$ cat config.mk
export PLATFORM = sky130hd
export DESIGN_NAME = uerx_dev_flat
export DESIGN_NICKNAME = d
export VERILOG_FILES = /design/src/hdl/uerx_pkg.sv /design/src/hdl/uerx_link_if.sv /design/src/hdl/uerx_dev.sv /design/src/hdl/uerx_fifo.sv /design/src/flat_wrapper.sv
export SDC_FILE = /design/constraint.sdc
export NUM_CORES = 1
export LEC_CHECK = 0
export BUFFER_PORTS_ARGS = -buffer_cell sky130_fd_sc_hd__buf_2
export CORE_MARGIN = 1.5
export CORE_UTILIZATION = 40
export DETAILED_ROUTE_END_ITERATION = 12
export GPL_TIMING_DRIVEN = 0
export SYNTH_ARGS = -nofsm -noshare
export SYNTH_HDL_FRONTEND = slang
export SYNTH_HIERARCHICAL = 1
export SYNTH_SLANG_ARGS = --single-unit
$ cat constraint.sdc
create_clock -name sys_clk -period 7.09 [get_ports sys_clk]
set_input_delay 0.709 -clock sys_clk [delete_from_list [all_inputs] [get_ports sys_clk]]
set_output_delay 0.709 -clock sys_clk [all_outputs]
set_load 0.05 [all_outputs]
$ cat src/hdl/uerx_pkg.sv
// Package for the endpoint receive DMA: link framing, modes, register map, counts.
// Assumes one clock domain (sys_clk) shared by both ends.
`default_nettype none
package uerx_pkg;
   localparam int BYTE_W        = 8;
   localparam int FIFO_DEPTH    = 4;
   localparam int SIZE_W        = 16;
   localparam int ADDR_W        = 32;
   localparam int PKT_MAX       = 64;
   localparam int IDLE_GAP_CYC  = 8;
   localparam logic [3:0] REG_CTRL   = 4'h0;
   localparam logic [3:0] REG_SIZE   = 4'h1;
   localparam logic [3:0] REG_ADDR   = 4'h2;
   localparam logic [3:0] REG_STAT   = 4'h3;
   localparam logic [3:0] REG_COUNT  = 4'h4;
   localparam logic [3:0] REG_EVENTS = 4'h5;
   localparam logic [3:0] HREG_CMD   = 4'h0;
   localparam logic [3:0] HREG_LEN   = 4'h1;
   localparam logic [3:0] HREG_STAT  = 4'h2;
   localparam logic [31:0] CTRL_RESET = 32'h0000_0000;
   localparam int CTRL_EN_BIT   = 0;
   localparam int CTRL_MODE_BIT = 1;
   localparam int CTRL_ISO_BIT  = 2;
   localparam int STAT_BUSY_BIT = 0;
   localparam int STAT_LOCK_BIT = 1;
   localparam int STAT_IRQ_BIT  = 2;
   typedef enum logic {UERX_GENERIC, UERX_PASSTHRU} uerx_mode_t;
endpackage
`default_nettype wire

$ cat src/hdl/uerx_link_if.sv
// Link between the host end and the device endpoint: byte stream with packet end marks.
// Assumes both ends are clocked by the same sys_clk.
`default_nettype none
interface uerx_link_if;
   import uerx_pkg::*;
   logic              valid;
   logic              ready;
   logic [BYTE_W-1:0] data;
   logic              last;
   logic              xfer_end;
   modport host (output valid, output data, output last, output xfer_end, input ready);
   modport dev  (input valid, input data, input last, input xfer_end, output ready);
endinterface
`default_nettype wire

$ cat src/hdl/uerx_dev.sv
// Device end: receive endpoint with FIFO and a DMA engine writing bytes to memory.
// Assumes memory accepts one byte write per cycle when mem_ready is high.
// Summary of operation
// - Software configures DMA before host transfer starts
// - Size change during active transfer locks DMA
// - Empty FIFO accepts data; DMA drains it
// - Software never changes DMA settings mid-transfer
// - Host leaves idle gap between generic transfers
// - Use pass-through mode for back-to-back transfers
// - Pass-through interrupts per packet; generic per transfer
// - Isochronous endpoint interrupts on every packet
//
// Chosen here: the strobed register port and the placing of the registers.
`default_nettype none
module uerx_dev
   import uerx_pkg::*;
(
   input  wire logic              sys_clk,   // Clock
   input  wire logic              rst,       // Async reset
   input  wire logic              clk_en,    // Freeze when low
   uerx_link_if.dev               link,      // Link from host end
   input  wire logic [3:0]        reg_addr,  // Register index
   input  wire logic [31:0]       reg_wdata, // Write data
   input  wire logic              reg_wr,    // Write strobe
   input  wire logic              reg_rd,    // Read strobe
   output logic      [31:0]       reg_rdata, // Read data, cycle after strobe
   output logic                   mem_we,    // Memory byte write
   output logic      [ADDR_W-1:0] mem_addr,  // Memory byte address
   output logic      [BYTE_W-1:0] mem_wdata, // Memory byte data
   input  wire logic              mem_ready, // Memory accepts write
   output logic                   irq        // Interrupt pulse
);

   typedef enum logic [1:0] {S_IDLE, S_RUN, S_LOCK} uerx_dst_t;
   typedef struct packed {
      uerx_dst_t         state;
      logic              enable;
      logic              mode;
      logic              iso;
      logic [SIZE_W-1:0] size;
      logic [ADDR_W-1:0] base;
      logic [SIZE_W-1:0] count;
      logic [SIZE_W-1:0] pkt_cnt;
      logic [15:0]       events;
      logic              mem_we;
      logic [ADDR_W-1:0] mem_addr;
      logic [BYTE_W-1:0] mem_wdata;
      logic              irq;
      logic [31:0]       rdata;
   } uerx_dev_st_t;

   uerx_dev_st_t st_reg, st_next;
   logic              f_valid, f_ready, f_last;
   logic [BYTE_W-1:0] f_data;
   logic              take;
   logic              pkt_done, xfer_done;
   logic              fifo_in_ready;
   logic              per_pkt;
   logic [31:0]       ctrl_word;
   logic [31:0]       stat_word;

   // Bytes offered while disabled are held back by ready, never dropped
   uerx_fifo #(.WIDTH(BYTE_W + 1), .DEPTH(FIFO_DEPTH)) uerx_fifo_i (
      .sys_clk  (sys_clk),
      .rst      (rst),
      .clk_en   (clk_en),
      .in_valid (link.valid && st_reg.enable),
      .in_ready (fifo_in_ready),
      .in_data  ({link.last, link.data}),
      .out_valid(f_valid),
      .out_ready(f_ready),
      .out_data ({f_last, f_data})
   );

   // Drain only while running and the memory side can take the byte
   assign f_ready = (st_reg.state == S_RUN) && (!st_reg.mem_we || mem_ready);
   assign take    = f_valid && f_ready;
   assign pkt_done  = take && f_last;
   // Short packet: packet ends before reaching full packet length
   assign xfer_done = take && ((st_reg.count + 1'b1 == st_reg.size) ||
                     (f_last && (st_reg.pkt_cnt + 1'b1 < SIZE_W'(PKT_MAX))));

   assign mem_we    = st_reg.mem_we;
   assign mem_addr  = st_reg.mem_addr;
   assign mem_wdata = st_reg.mem_wdata;
   assign irq       = st_reg.irq;
   assign reg_rdata = st_reg.rdata;
   assign link.ready = fifo_in_ready && st_reg.enable;
   // Isochronous endpoints always count a packet as a whole transfer
   assign per_pkt   = (st_reg.mode == UERX_PASSTHRU) || st_reg.iso;

   // Control and status words are built once so every field keeps its bit
   always_comb begin
      stat_word = '0;
      stat_word[STAT_BUSY_BIT] = st_reg.state == S_RUN;
      stat_word[STAT_LOCK_BIT] = st_reg.state == S_LOCK;
      stat_word[STAT_IRQ_BIT]  = st_reg.irq;
      ctrl_word = '0;
      ctrl_word[CTRL_EN_BIT]   = st_reg.enable;
      ctrl_word[CTRL_MODE_BIT] = st_reg.mode;
      ctrl_word[CTRL_ISO_BIT]  = st_reg.iso;
   end

   always_comb begin
      st_next = st_reg;
      st_next.irq = 1'b0;
      st_next.rdata = '0;
      // A byte stays on the memory port until memory takes it
      if (st_reg.mem_we && mem_ready) st_next.mem_we = 1'b0;

      if (reg_wr) begin
         unique case (reg_addr)
            REG_CTRL: begin
               st_next.enable = reg_wdata[CTRL_EN_BIT];
               st_next.mode   = reg_wdata[CTRL_MODE_BIT];
               st_next.iso    = reg_wdata[CTRL_ISO_BIT];
            end
            REG_SIZE: begin
               // A size rewrite mid-transfer collides with the live count
               if (st_reg.state == S_RUN && st_reg.count != '0 &&
                   reg_wdata[SIZE_W-1:0] != st_reg.size) st_next.state = S_LOCK;
               st_next.size = reg_wdata[SIZE_W-1:0];
            end
            REG_ADDR: begin
               st_next.base = reg_wdata;
            end
            REG_EVENTS: begin
               st_next.events = '0;
            end
            default: ;
         endcase
      end

      if (reg_rd) begin
         unique case (reg_addr)
            REG_CTRL: begin
               st_next.rdata = ctrl_word;
            end
            REG_SIZE: begin
               st_next.rdata = {16'h0, st_reg.size};
            end
            REG_ADDR: begin
               st_next.rdata = st_reg.base;
            end
            REG_STAT: begin
               st_next.rdata = stat_word;
            end
            REG_COUNT: begin
               st_next.rdata = {16'h0, st_reg.count};
            end
            REG_EVENTS: begin
               st_next.rdata = {16'h0, st_reg.events};
            end
            default: begin
               st_next.rdata = '0;
            end
         endcase
      end

      unique case (st_reg.state)
         S_IDLE: begin
            // Configuration is taken as valid once enabled (software duty)
            if (st_reg.enable && f_valid) begin
               st_next.state = S_RUN;
               st_next.count = '0;
               st_next.pkt_cnt = '0;
            end
         end
         S_RUN: begin
            if (take) begin
               st_next.mem_we    = 1'b1;
               st_next.mem_addr  = st_reg.base + ADDR_W'(st_reg.count);
               st_next.mem_wdata = f_data;
               st_next.count     = st_reg.count + 1'b1;
               st_next.pkt_cnt   = f_last ? '0 : st_reg.pkt_cnt + 1'b1;
               if (per_pkt) begin
                  // Next packet lands right after this one in memory
                  if (pkt_done) begin
                     st_next.irq = 1'b1;
                     st_next.events = st_reg.events + 1'b1;
                     st_next.state = S_IDLE;
                     st_next.base = st_reg.base + ADDR_W'(st_reg.count) + 1'b1;
                  end
               end else if (xfer_done) begin
                  // Base stays put: software programs it for the next transfer
                  st_next.irq = 1'b1;
                  st_next.events = st_reg.events + 1'b1;
                  st_next.state = S_IDLE;
               end
            end
         end

         S_LOCK: begin
            // Only clearing enable recovers the engine
            if (reg_wr && reg_addr == REG_CTRL && !reg_wdata[CTRL_EN_BIT]) begin
               st_next.state = S_IDLE;
            end
         end
         default: st_next.state = S_IDLE;
      endcase
   end

   always_ff @(posedge sys_clk or posedge rst) begin
      if (rst) begin
         st_reg <= '0;
      end else if (clk_en) begin
         st_reg <= st_next;
      end
   end
endmodule
`default_nettype wire

$ cat src/hdl/uerx_fifo.sv
// Small synchronous FIFO with valid/ready on both sides.
// Assumes a single clock and clock enable; DEPTH a power of two.
`default_nettype none
module uerx_fifo
   import uerx_pkg::*;
#(
   parameter int WIDTH = 9,
   parameter int DEPTH = FIFO_DEPTH
) (
   input  wire logic             sys_clk,   // Clock
   input  wire logic             rst,       // Async reset
   input  wire logic             clk_en,    // Freeze when low
   input  wire logic             in_valid,  // Write request
   output logic                  in_ready,  // Not full
   input  wire logic [WIDTH-1:0] in_data,   // Write data
   output logic                  out_valid, // Not empty
   input  wire logic             out_ready, // Read accept
   output logic      [WIDTH-1:0] out_data   // Head word
);
   localparam int PW = $clog2(DEPTH);
   typedef struct packed {
      logic [PW:0] wp;
      logic [PW:0] rp;
   } uerx_fifo_st_t;
   uerx_fifo_st_t    st_reg, st_next;
   logic [WIDTH-1:0] mem [DEPTH];
   logic             full, empty;

   assign empty     = st_reg.wp == st_reg.rp;
   assign full      = (st_reg.wp[PW] != st_reg.rp[PW]) && (st_reg.wp[PW-1:0] == st_reg.rp[PW-1:0]);
   assign in_ready  = !full;
   assign out_valid = !empty;
   assign out_data  = mem[st_reg.rp[PW-1:0]];

   always_comb begin
      st_next = st_reg;
      if (in_valid && !full) st_next.wp = st_reg.wp + 1'b1;
      if (out_ready && !empty) st_next.rp = st_reg.rp + 1'b1;
   end

   always_ff @(posedge sys_clk or posedge rst) begin
      if (rst) begin
         st_reg <= '0;
      end else if (clk_en) begin
         st_reg <= st_next;
      end
   end

   always_ff @(posedge sys_clk) begin
      if (clk_en && in_valid && !full) begin
         mem[st_reg.wp[PW-1:0]] <= in_data;
      end
   end
endmodule
`default_nettype wire

$ cat src/flat_wrapper.sv
// flat-port wrapper written by rule: the top's interface ports become plain ports
module uerx_dev_flat import uerx_pkg::*;
  (sys_clk, rst, clk_en, reg_addr, reg_wdata, reg_wr, reg_rd, reg_rdata, mem_we, mem_addr, mem_wdata, mem_ready, irq, link_valid, link_data, link_last, link_xfer_end, link_ready);
  uerx_link_if link_i ();
  input  wire logic sys_clk;
  input  wire logic rst;
  input  wire logic clk_en;
  input  wire logic [3:0] reg_addr;
  input  wire logic [31:0] reg_wdata;
  input  wire logic reg_wr;
  input  wire logic reg_rd;
  output logic      [31:0] reg_rdata;
  output logic mem_we;
  output logic      [ADDR_W-1:0] mem_addr;
  output logic      [BYTE_W-1:0] mem_wdata;
  input  wire logic mem_ready;
  output logic irq;
  input wire logic [$bits(link_i.valid)-1:0] link_valid;
  input wire logic [$bits(link_i.data)-1:0] link_data;
  input wire logic [$bits(link_i.last)-1:0] link_last;
  input wire logic [$bits(link_i.xfer_end)-1:0] link_xfer_end;
  output wire logic [$bits(link_i.ready)-1:0] link_ready;
  assign link_i.valid = link_valid;
  assign link_i.data = link_data;
  assign link_i.last = link_last;
  assign link_i.xfer_end = link_xfer_end;
  assign link_ready = link_i.ready;
  uerx_dev u_core (.sys_clk(sys_clk), .rst(rst), .clk_en(clk_en), .link(link_i), .reg_addr(reg_addr), .reg_wdata(reg_wdata), .reg_wr(reg_wr), .reg_rd(reg_rd), .reg_rdata(reg_rdata), .mem_we(mem_we), .mem_addr(mem_addr), .mem_wdata(mem_wdata), .mem_ready(mem_ready), .irq(irq));
endmodule
== Word level (Yosys, flattened, before mapping) ==
Memory sizes are Yosys's and may differ from the RTL's.
Index checks and enable logic that the tools add are counted.

* Div/mod/pow operators: 0
* Add/sub/neg operators: 7
* Reductions and logical operators: 34
* Shift operators: 0
* Muxes and demuxes: 34
* Bitwise logic cells: 0
* Multipliers: 0
* Equal/unequal tests: 14
* Order comparisons: 1

{| class="wikitable"
|+ Operators with widths
! cell !! number
|-
| two-way mux 32 bit || 6
|-
| case mux 32 bit (6 select lines) || 1
|-
| two-way mux 122 bit || 1
|-
| two-way mux 16 bit || 7
|-
| case mux 32 bit (2 select lines) || 1
|-
| two-way mux 58 bit || 1
|-
| two-way mux 53 bit || 1
|-
| adder 16 x 1 -> 16 bit (second input constant) || 3
|-
| adder 32 x 1 -> 32 bit (second input constant) || 1
|-
| adder 32 x 16 -> 32 bit || 1
|-
| logical AND 1 bit || 17
|-
| equality test 16 bit || 1
|-
| less-than comparator 16 x 7 -> 1 bit (second input constant) || 1
|-
| two-way mux 2 bit || 8
|-
| inequality test 16 bit || 1
|-
| nonzero test 16 bit || 1
|-
| AND reduction 3 bit || 3
|-
| equality test 4 x 2 -> 1 bit (second input constant) || 2
|-
| equality test 4 x 3 -> 1 bit (second input constant) || 2
|-
| adder 3 x 1 -> 3 bit (second input constant) || 2
|-
| two-way mux 1 bit || 6
|-
| case mux 2 bit (3 select lines) || 1
|-
| equality test 4 x 1 -> 1 bit (second input constant) || 1
|-
| zero test 1 bit || 4
|-
| 13 further kinds || 17
|}

* Input bits: 53
* Memories kept: 1
* ROM bits: 0
* RAM bits: 36
* Bits in latches: 0
* Logic and storage cells: 107
* Output and inout bits: 75
* Flip-flop bits (word level): 181

{| class="wikitable"
|+ Memories
! memory !! words !! bits a word !! read ports !! clocked after memory_dff !! write ports !! line !! source
|-
| u_core.uerx_fifo_i.mem || 4 || 9 || 1 || 0 || 1 || uerx_fifo.sv:26 || <nowiki>logic [WIDTH-1:0] mem [DEPTH];</nowiki>
|}

== Logic depth before layout (Yosys ltp) ==
Gate-level depths: netlist (run 1).

* Word-level depth: 10
* Mapped depth: 12
* Gate-level depth less buffers: 11

== By module ==
The synthesis (run 1) kept the hierarchy.

{| class="wikitable"
|+ By module, submodules not included
! module !! sequential area each (um^2) !! times used !! cells each !! area each (um^2)
|-
| uerx_dev || 4379.2 || 1 || 1298 || 11410.9
|-
| uerx_fifo || 1231.2 || 1 || 89 || 1745.4
|}

== Worst setup path after synthesis (run 1) ==
Ideal clock, no wire load.

* Kind: register to register
* Start point: register u_core/st_reg[106] (netlist bit)
* End point: register u_core/st_reg[151] (netlist bit)
* Clock period less this slack: 3.570 ns
* Arrival: 3.443 ns
* Library setup time: 0.127 ns
* Path slack: 3.520 ns
* Path buffers: 0
* Stages on the path, launching flop included: 12
* Required time: 6.963 ns
* Cell sequence: dfrtp_1 > ha_1 > fa_1 > a211oi_4 > nor3b_1 > nor4_4 > nand4_1 > nor4b_2 > nand3_2 > nor4_4 > and4_1 > nor3_2

* Cells in the longest elaborated chain, start to end: 6

{| class="wikitable"
|+ RTL lines
! what !! line !! source
|-
| from (decl) || uerx_dev.sv:52 || <nowiki>uerx_dev_st_t st_reg, st_next;</nowiki>
|-
| from (signal assigned) || uerx_dev.sv:207 || <nowiki>st_reg <= st_next;</nowiki>
|-
| adder 32 x 16 -> 32 bit || uerx_dev.sv:182 || <nowiki>st_next.base = st_reg.base + ADDR_W'(st_reg.count) + 1'b1;</nowiki>
|-
| adder 32 x 1 -> 32 bit || uerx_dev.sv:182 ||
|-
| two-way mux 32 bit || uerx_dev.sv:178 || <nowiki>if (pkt_done) begin</nowiki>
|-
| two-way mux 32 bit || uerx_dev.sv:176 || <nowiki>if (per_pkt) begin</nowiki>
|-
| two-way mux 122 bit || uerx_dev.sv:170 || <nowiki>if (take) begin</nowiki>
|-
| two-way mux 32 bit || uerx_dev.sv:160 || <nowiki>unique case (st_reg.state)</nowiki>
|}

No other way between the ends. The select of a mux whose other input is x is not followed.
A chain may end at the register's enable or synchronous reset.

== Worst setup path in the final report (run 1) ==
* Start point: register u_core/st_reg[106] (netlist bit)
* End point: register u_core/st_reg[153] (netlist bit)

The elaborated chain is that of the path after synthesis.

==> flow_metrics.tcl, run 1 <==
set metrics [dict create \
    slew_violations 0 \
    synth_fp_nets 1467 \
    cp-end-kind "register" \
    syn_avg_cell_area_um2 9.49 \
    die-area_mm2 0.0340 \
    grt_pass1_wl_mm 61.5 \
    hpwlAfterDp_mm 29.7 \
    finalCritPeriodShare_pct 61.4 \
    min_path_type "input port to asynchronous set/reset pin" \
    ant_nets 0 \
    synth_edf_count 36 \
    synthMuxAreaShare_pct 4.59 \
    ys_ff_latch 217 \
    syn_inst 1387 \
    row_count 66 \
    gp_congestion 0.924 \
    synth.area.top_cells "dfrtp_1, edfxtp_1, nand2_1" \
    antenna_found_initial 2 \
    cts_setup_buffers 0 \
    drive_gt1_share_pct 20.1 \
    rsz0062_at_grt "false" \
    synth_seq_area_share_pct 42.6 \
    crit_chain "ha_1 > fa_1 > a211oi_4 > nor3b_1 > nor4_4 > nand4_1 > nor4b_2 > nand3_2 > nor4_4 > a311oi_1 > nand3b_1" \
    dieHeight_um 184 \
    outcome "completed" \
    syn_to_final_growth_pct 15.7 \
    synth_cell_types 87 \
    core_mm2 0.0325 \
    synth_ff_type "dfrtp_1" \
    grt_overflow 0 \
    synthArstFlopShare_pct 83.4 \
    yosys.area_share.simple_pct 18.9 \
    vias 11400 \
    synth_top_family_by_area "simple AND/OR/NAND/NOR gates" \
    finalSetupTns_ps 0 \
    synthMostInstantiatedCell "dfrtp_1" \
    powerDensity_mw_per_mm2 385 \
    cts_root_buf "clkbuf_16" \
    period_needed_ps 4350 \
    tritoncts "built" \
    setup_viol 0 \
    layoutNonFillerInstCount 2004 \
    die_w_um 184 \
    numClockSinks 217 \
    netlist_top_cells_count "dfrtp_1, nand2_1, nor2_1, o21ai_0, buf_4" \
    cellLeakagePower_nw 6.61 \
    path_class "register to register" \
    critPathSlowestCell "nor4_4" \
    post_drt_wl_per_cell_um 19.7 \
    drc 0 \
    htreeDepth 1 \
    slew-limit-headroom_pct 20.2 \
    initial_utilization_pct 40.5 \
    worst_pin_slew_ps 1180 \
    final_util_pct 46.9 \
    cts.repair.resized 0 \
    vdd_drop_max_v 0.000262 \
    io_pins 128 \
    port_buffers 125 \
    cts_hold_buf 0 \
    synth.cell_area_mm2 0.0132 \
    cts_buffer_depth 3 \
    cts_inserted_buffers 26 \
    grt_pass1_vias 10700 \
    clock_latency_ps 540 \
    critPathMaxStageDelay_ps 650 \
    crit_arrival_ps 4770 \
    synth-adder-area-share_pct 2.70 \
    cpMostUsedCell "nor4_4" \
    gr-usage-all-layers_pct 23.3 \
    synth_compound_area_share_pct 18.6 \
    clk_pin_slew_ps 60 \
    fin_skew_ps 13.5 \
    startpoint_type "register" \
    yosysTopAreaCell "dfrtp_1" \
    dr.pass1.iters 5 \
    synth_top_cell_area_share_pct 34.4 \
    hold_viol 0 \
    fmax_mhz 230 \
    cp_max_fo 9 \
    synth_warnings 6 \
    synth-xor-area-share_pct 5.56 \
    nets 1621 \
    wirelength_mm 39.5 \
    max_cap_viol_count 0 \
    crit_required_ps 7500 \
    grt_max_degree 90 \
    viasPerCell 5.69 \
    drtIter0Drc 740 \
    post-place-cells 1955 \
    largest_reg_flops 98 \
]
==> path summary, 6_finish.rpt <==
kind	startpoint	to	slack (ps)	cells past startpoint
max	u_core/st_reg[106]	u_core/st_reg[153]	2740	11
min	rst	u_core/uerx_fifo_i/st_reg[2]	130	2
max reg2reg	u_core/st_reg[106]	u_core/st_reg[153]	2740	11
min reg2reg	u_core/mem_wdata[6]	u_core/mem_wdata[6]	480	2
max in group asynchronous	rst	u_core/reg_rdata[11]	5920	3
min in group sys_clk	link_data[1]	u_core/uerx_fifo_i/mem[1][1]	390	1
==> cell type report <==
| class | instances | area, um2 |
|---|---|---|
| fillers | 3186 | 17200 |
| multi-input cells | 1000 | 6630 |
| flip-flops and latches | 217 | 5610 |
| plain buffers | 150 | 857 |
| clock buffers | 35 | 704 |
| repair buffers | 126 | 653 |
| well taps | 442 | 553 |
| clock inverters | 13 | 134 |
| inverters | 20 | 82.6 |
| diodes | 1 | 2.50 |
==> cell families (layout without fill, tap and decap cells) <==
logic type,count (synthesis),count (layout)
AO/OA/AOI/OAI,357,357
XOR/XNOR,81,81
adder cells (fa/ha/maj),28,28
buffers and inverters,170,344
flip-flops,217,217
multiplexers,46,46
other,0,1
AND/OR/NAND/NOR,488,488
==> layer usage <==
| layer | wire length, um | vias to the layer above | GRT usage [%] |
|---|---|---|---|
| li1 | - | 5367 | - |
| met1 | 16900 | 5546 | 30.6 |
| met2 | 18700 | 394 | 38.6 |
| met3 | 2370 | 85 | 3.73 |
| met4 | 1510 | 2 | 8.89 |
| met5 | 13 | - | 0 |
==> report_power, final <==
part	switching, W	internal, W	total, W	leakage (nW)
Sequential	0.000311	0.00155	0.00186	2.66
Clock	0.000541	0.000772	0.00131	0.410
Combinational	0.00175	0.000932	0.00269	3.54
Total	0.00261	0.00325	0.00586	6.61
==> cells in the final DEF (no fill, tap or decap), types with 9 or more instances in the layout <==
cell type	instances
and2_1	15
inv_1	18
a21o_1	11
a221oi_1	15
mux2i_1	15
buf_4	72
a31oi_1	10
xnor2_1	37
and3_1	26
dfrtp_1	181
o22ai_1	30
xor2_1	41
ha_1	26
o31ai_1	12
nor2_1	85
a21oi_1	69
nand4_1	25
o21ai_0	84
buf_2	137
clkbuf_16	26
nand3_1	51
nor4_1	15
o2bb2ai_1	27
mux2_2	20
edfxtp_1	36
nand2_1	175
a22o_1	33
mux4_2	9
nor3_1	30
clkbuf_1	69
==> critical path, delay by kind of cell (launching register included) <==
kind / cells / cell delay (ps)
DFF: 1 / 520
AOI/OAI and AO/OA: 2 / 550
and+or+nand+nor: 7 / 2370
adders and majority gates: 2 / 770
==> metrics by stage <==
stage | setup slack [ps] | instance area, um2 | hold WS, ps | total power, W
2_1_floorplan | 1640 | 13200 | 447 | 0.00382
3_3_place_gp | -661 | 14300 | 464 | 0.00451
3_5_place_dp | 2760 | 14400 | 468 | 0.00455
4_1_cts | 2740 | 15200 | 113 | 0.00588
5_1_grt | 2480 | 15200 | 129 | 0.00620
6_report | 2740 | 15200 | 125 | 0.00586
No activity file was read; power rests on OpenSTA's default activity.
==> run 2: changes to the inputs <==
- clock period: 7.09 -> 3.55 ns (I/O delays scaled with it)
==> flow_metrics.tcl, run 2 (same netlist as run 1, synthesis figures left out) <==
set metrics [dict create \
    port_buffers 125 \
    vdd_drop_max_v 0.000486 \
    top_usage_layer "met2" \
    die-area_mm2 0.0340 \
    tritoncts "built" \
    cts_buffer_depth 3 \
    cellLeakagePower_nw 6.93 \
    finalSetupTns_ps 0 \
    gp_congestion 0.920 \
    path_class "register to register" \
    placed_area_mm2 0.0144 \
    viasPerCell 5.66 \
    ant_nets 0 \
    crit_family "simple AND/OR/NAND/NOR gates" \
    fmax_mhz 288 \
    post_drt_wl_per_cell_um 19.8 \
    powerDensity_mw_per_mm2 780 \
    numClockSinks 217 \
    finalCritPeriodShare_pct 97.8 \
    wirelength_mm 40.2 \
    fillers 3135 \
    period_needed_ps 3470 \
    max_cap_viol_count 0 \
    worst_pin_slew_ps 1280 \
    initial_utilization_pct 40.5 \
    cp-end-kind "register" \
    seq_power_share_pct 29.9 \
    core_mm2 0.0325 \
    critPathSlowestCell "dfrtp_2" \
    grt_max_degree 41 \
    crit_required_ps 3960 \
    crit_buf_inv 3 \
    nets 1650 \
    io_pins 128 \
    grtUsageMet1_pct 32.5 \
    rsz0062_at_grt "true" \
    final_cell_mix "dfrtp_1, nand2_1, buf_2, buf_4, nor2_1" \
    cts_root_buf "clkbuf_16" \
    gr-usage-all-layers_pct 23.6 \
    largest_reg_flops 98 \
    row_count 66 \
    internal-power_w 0.00699 \
    dieHeight_um 184 \
    outcome "completed" \
    clock_latency_ps 550 \
    grt_pass1_vias 10800 \
    die_w_um 184 \
    cp_max_fo 8 \
    critPathMaxStageDelay_ps 430 \
    hpwlAfterDp_mm 29.9 \
    min_path_type "input port to register" \
    grt_pass1_wl_mm 62.5 \
    grt_overflow 0 \
    syn_to_final_growth_pct 21.0 \
    startpoint_type "register" \
    drc 0 \
    cts_inserted_buffers 25 \
    antenna_cells 0 \
    switching_share_pct 43.6 \
    setup_viol 0 \
    hold_viol 0 \
    slew_violations 0 \
    clkPwrFrac_pct 23.1 \
    vias 11500 \
    htreeDepth 1 \
    crit_chain "ha_4 > fa_2 > a211oi_4 > buf_12 > o21ai_4 > a21oi_1 > xnor2_2 > nor4b_4 > buf_4 > nand3_4 > nor4_4 > buf_6 > a311oi_1 > nand3b_1" \
    fin_skew_ps 12.0 \
    dr.pass1.iters 5 \
    clk_pin_slew_ps 60 \
    fin_area_mm2 0.0159 \
    layout_commonest_cell "dfrtp_1" \
    switchingPower_w 0.00541 \
    p_comb_share_pct 47.0 \
    grt_util_met2_pct 38.9 \
    grt_use_met3_pct 2.90 \
    slew-limit-headroom_pct 13.7 \
    antenna_found_initial 1 \
    crit_arrival_ps 3880 \
    drtIter0Drc 1000 \
    drive_gt1_share_pct 24.7 \
]
==> run 2: cell types whose count changed in the layout (fill, tap and decap cells not counted), sizes merged <==
cell / previous run / this run
clkinv: 9 / 4
bufinv: 2 / 5
inv: 21 / 20
clkinvlp: 1 / 3
dlygate4sd3: 0 / 1
clkbuf: 98 / 94
buf: 213 / 245
diode: 1 / 0
==> run 2: final timing paths <==
path	cells after the start	from	to	slack, ps
worst max-delay path	14	u_core/st_reg[122]	u_core/st_reg[153]	80
worst min-delay path	1	link_data[5]	u_core/uerx_fifo_i/mem[1][5]	30
worst max register to register	14	u_core/st_reg[122]	u_core/st_reg[153]	80
worst min register to register	2	u_core/mem_addr[10]	u_core/mem_addr[10]	480
max in group asynchronous	5	rst	u_core/mem_addr[20]	2080
min in group asynchronous	3	rst	u_core/uerx_fifo_i/st_reg[1]	300
==> run 2: per-layer routing <==
metal  wire length [um]  part of all wire [%]  up-vias
met5                 13                 0.032        -
met4               1360                   3.4        2
met3               2440                   6.1       81
met2              18900                    47      426
met1              17500                    44     5580
li1                   -                     -     5398
==> run 2: layout make-up <==
class	instances	area [um2]	area share, %
Multi-Input combinational cell	1000	6950	43.7
Sequential cell	217	5620	35.3
Timing Repair Buffer	160	958	6.02
Buffer	146	850	5.34
Clock buffer	34	711	4.47
Tap cell	442	553	3.48
Clock inverter	12	198	1.24
Inverter	20	78.8	0.495
==> run 2: timing repair <==
item | CTS | global route
setup buffers | 11 | 18
hold buffers | 1 | 0
hold endpoints to repair | 37 | 0
gates cloned | 0 | 0
pin swaps | 12 | 23
resized for setup | 27 | 43
setup endpoints to repair | 49 | 46
==> run 2: worst reg2reg max path, stage by stage (launching register included) <==
cell	delay, ps
dfrtp_2	430
ha_4	180
fa_2	400
a211oi_4	380
buf_12	150
o21ai_4	90
a21oi_1	230
xnor2_2	210
nor4b_4	300
buf_4	170
nand3_4	120
nor4_4	250
buf_6	180
a311oi_1	90
nand3b_1	170
==> run 2: per-stage QoR <==
stage	total power (W)	util, %	hold slack (ps)	instances	setup WS [ps]
3_5_place_dp	0.00909	44.5	310	1958	-701
5_1_grt	0.0131	49.0	20.1	2031	-89.8
4_1_cts	0.0121	48.0	8.30	2014	12.6
2_1_floorplan	0.00764	-	146	1387	17.1
3_3_place_gp	0.00901	44.2	308	1954	-696
6_report	0.0124	49.0	25.8	2031	77.4
==> run 2: power by group through the flow <==
stage	Combinational [W]	Clock, W	Sequential (W)
after floorplan	0.00411	0	0.00354
after global placement	0.00528	0	0.00373
after detailed placement	0.00535	0	0.00375
after CTS	0.00553	0.00292	0.00370
after global routing	0.00633	0.00303	0.00377
final	0.00583	0.00287	0.00371
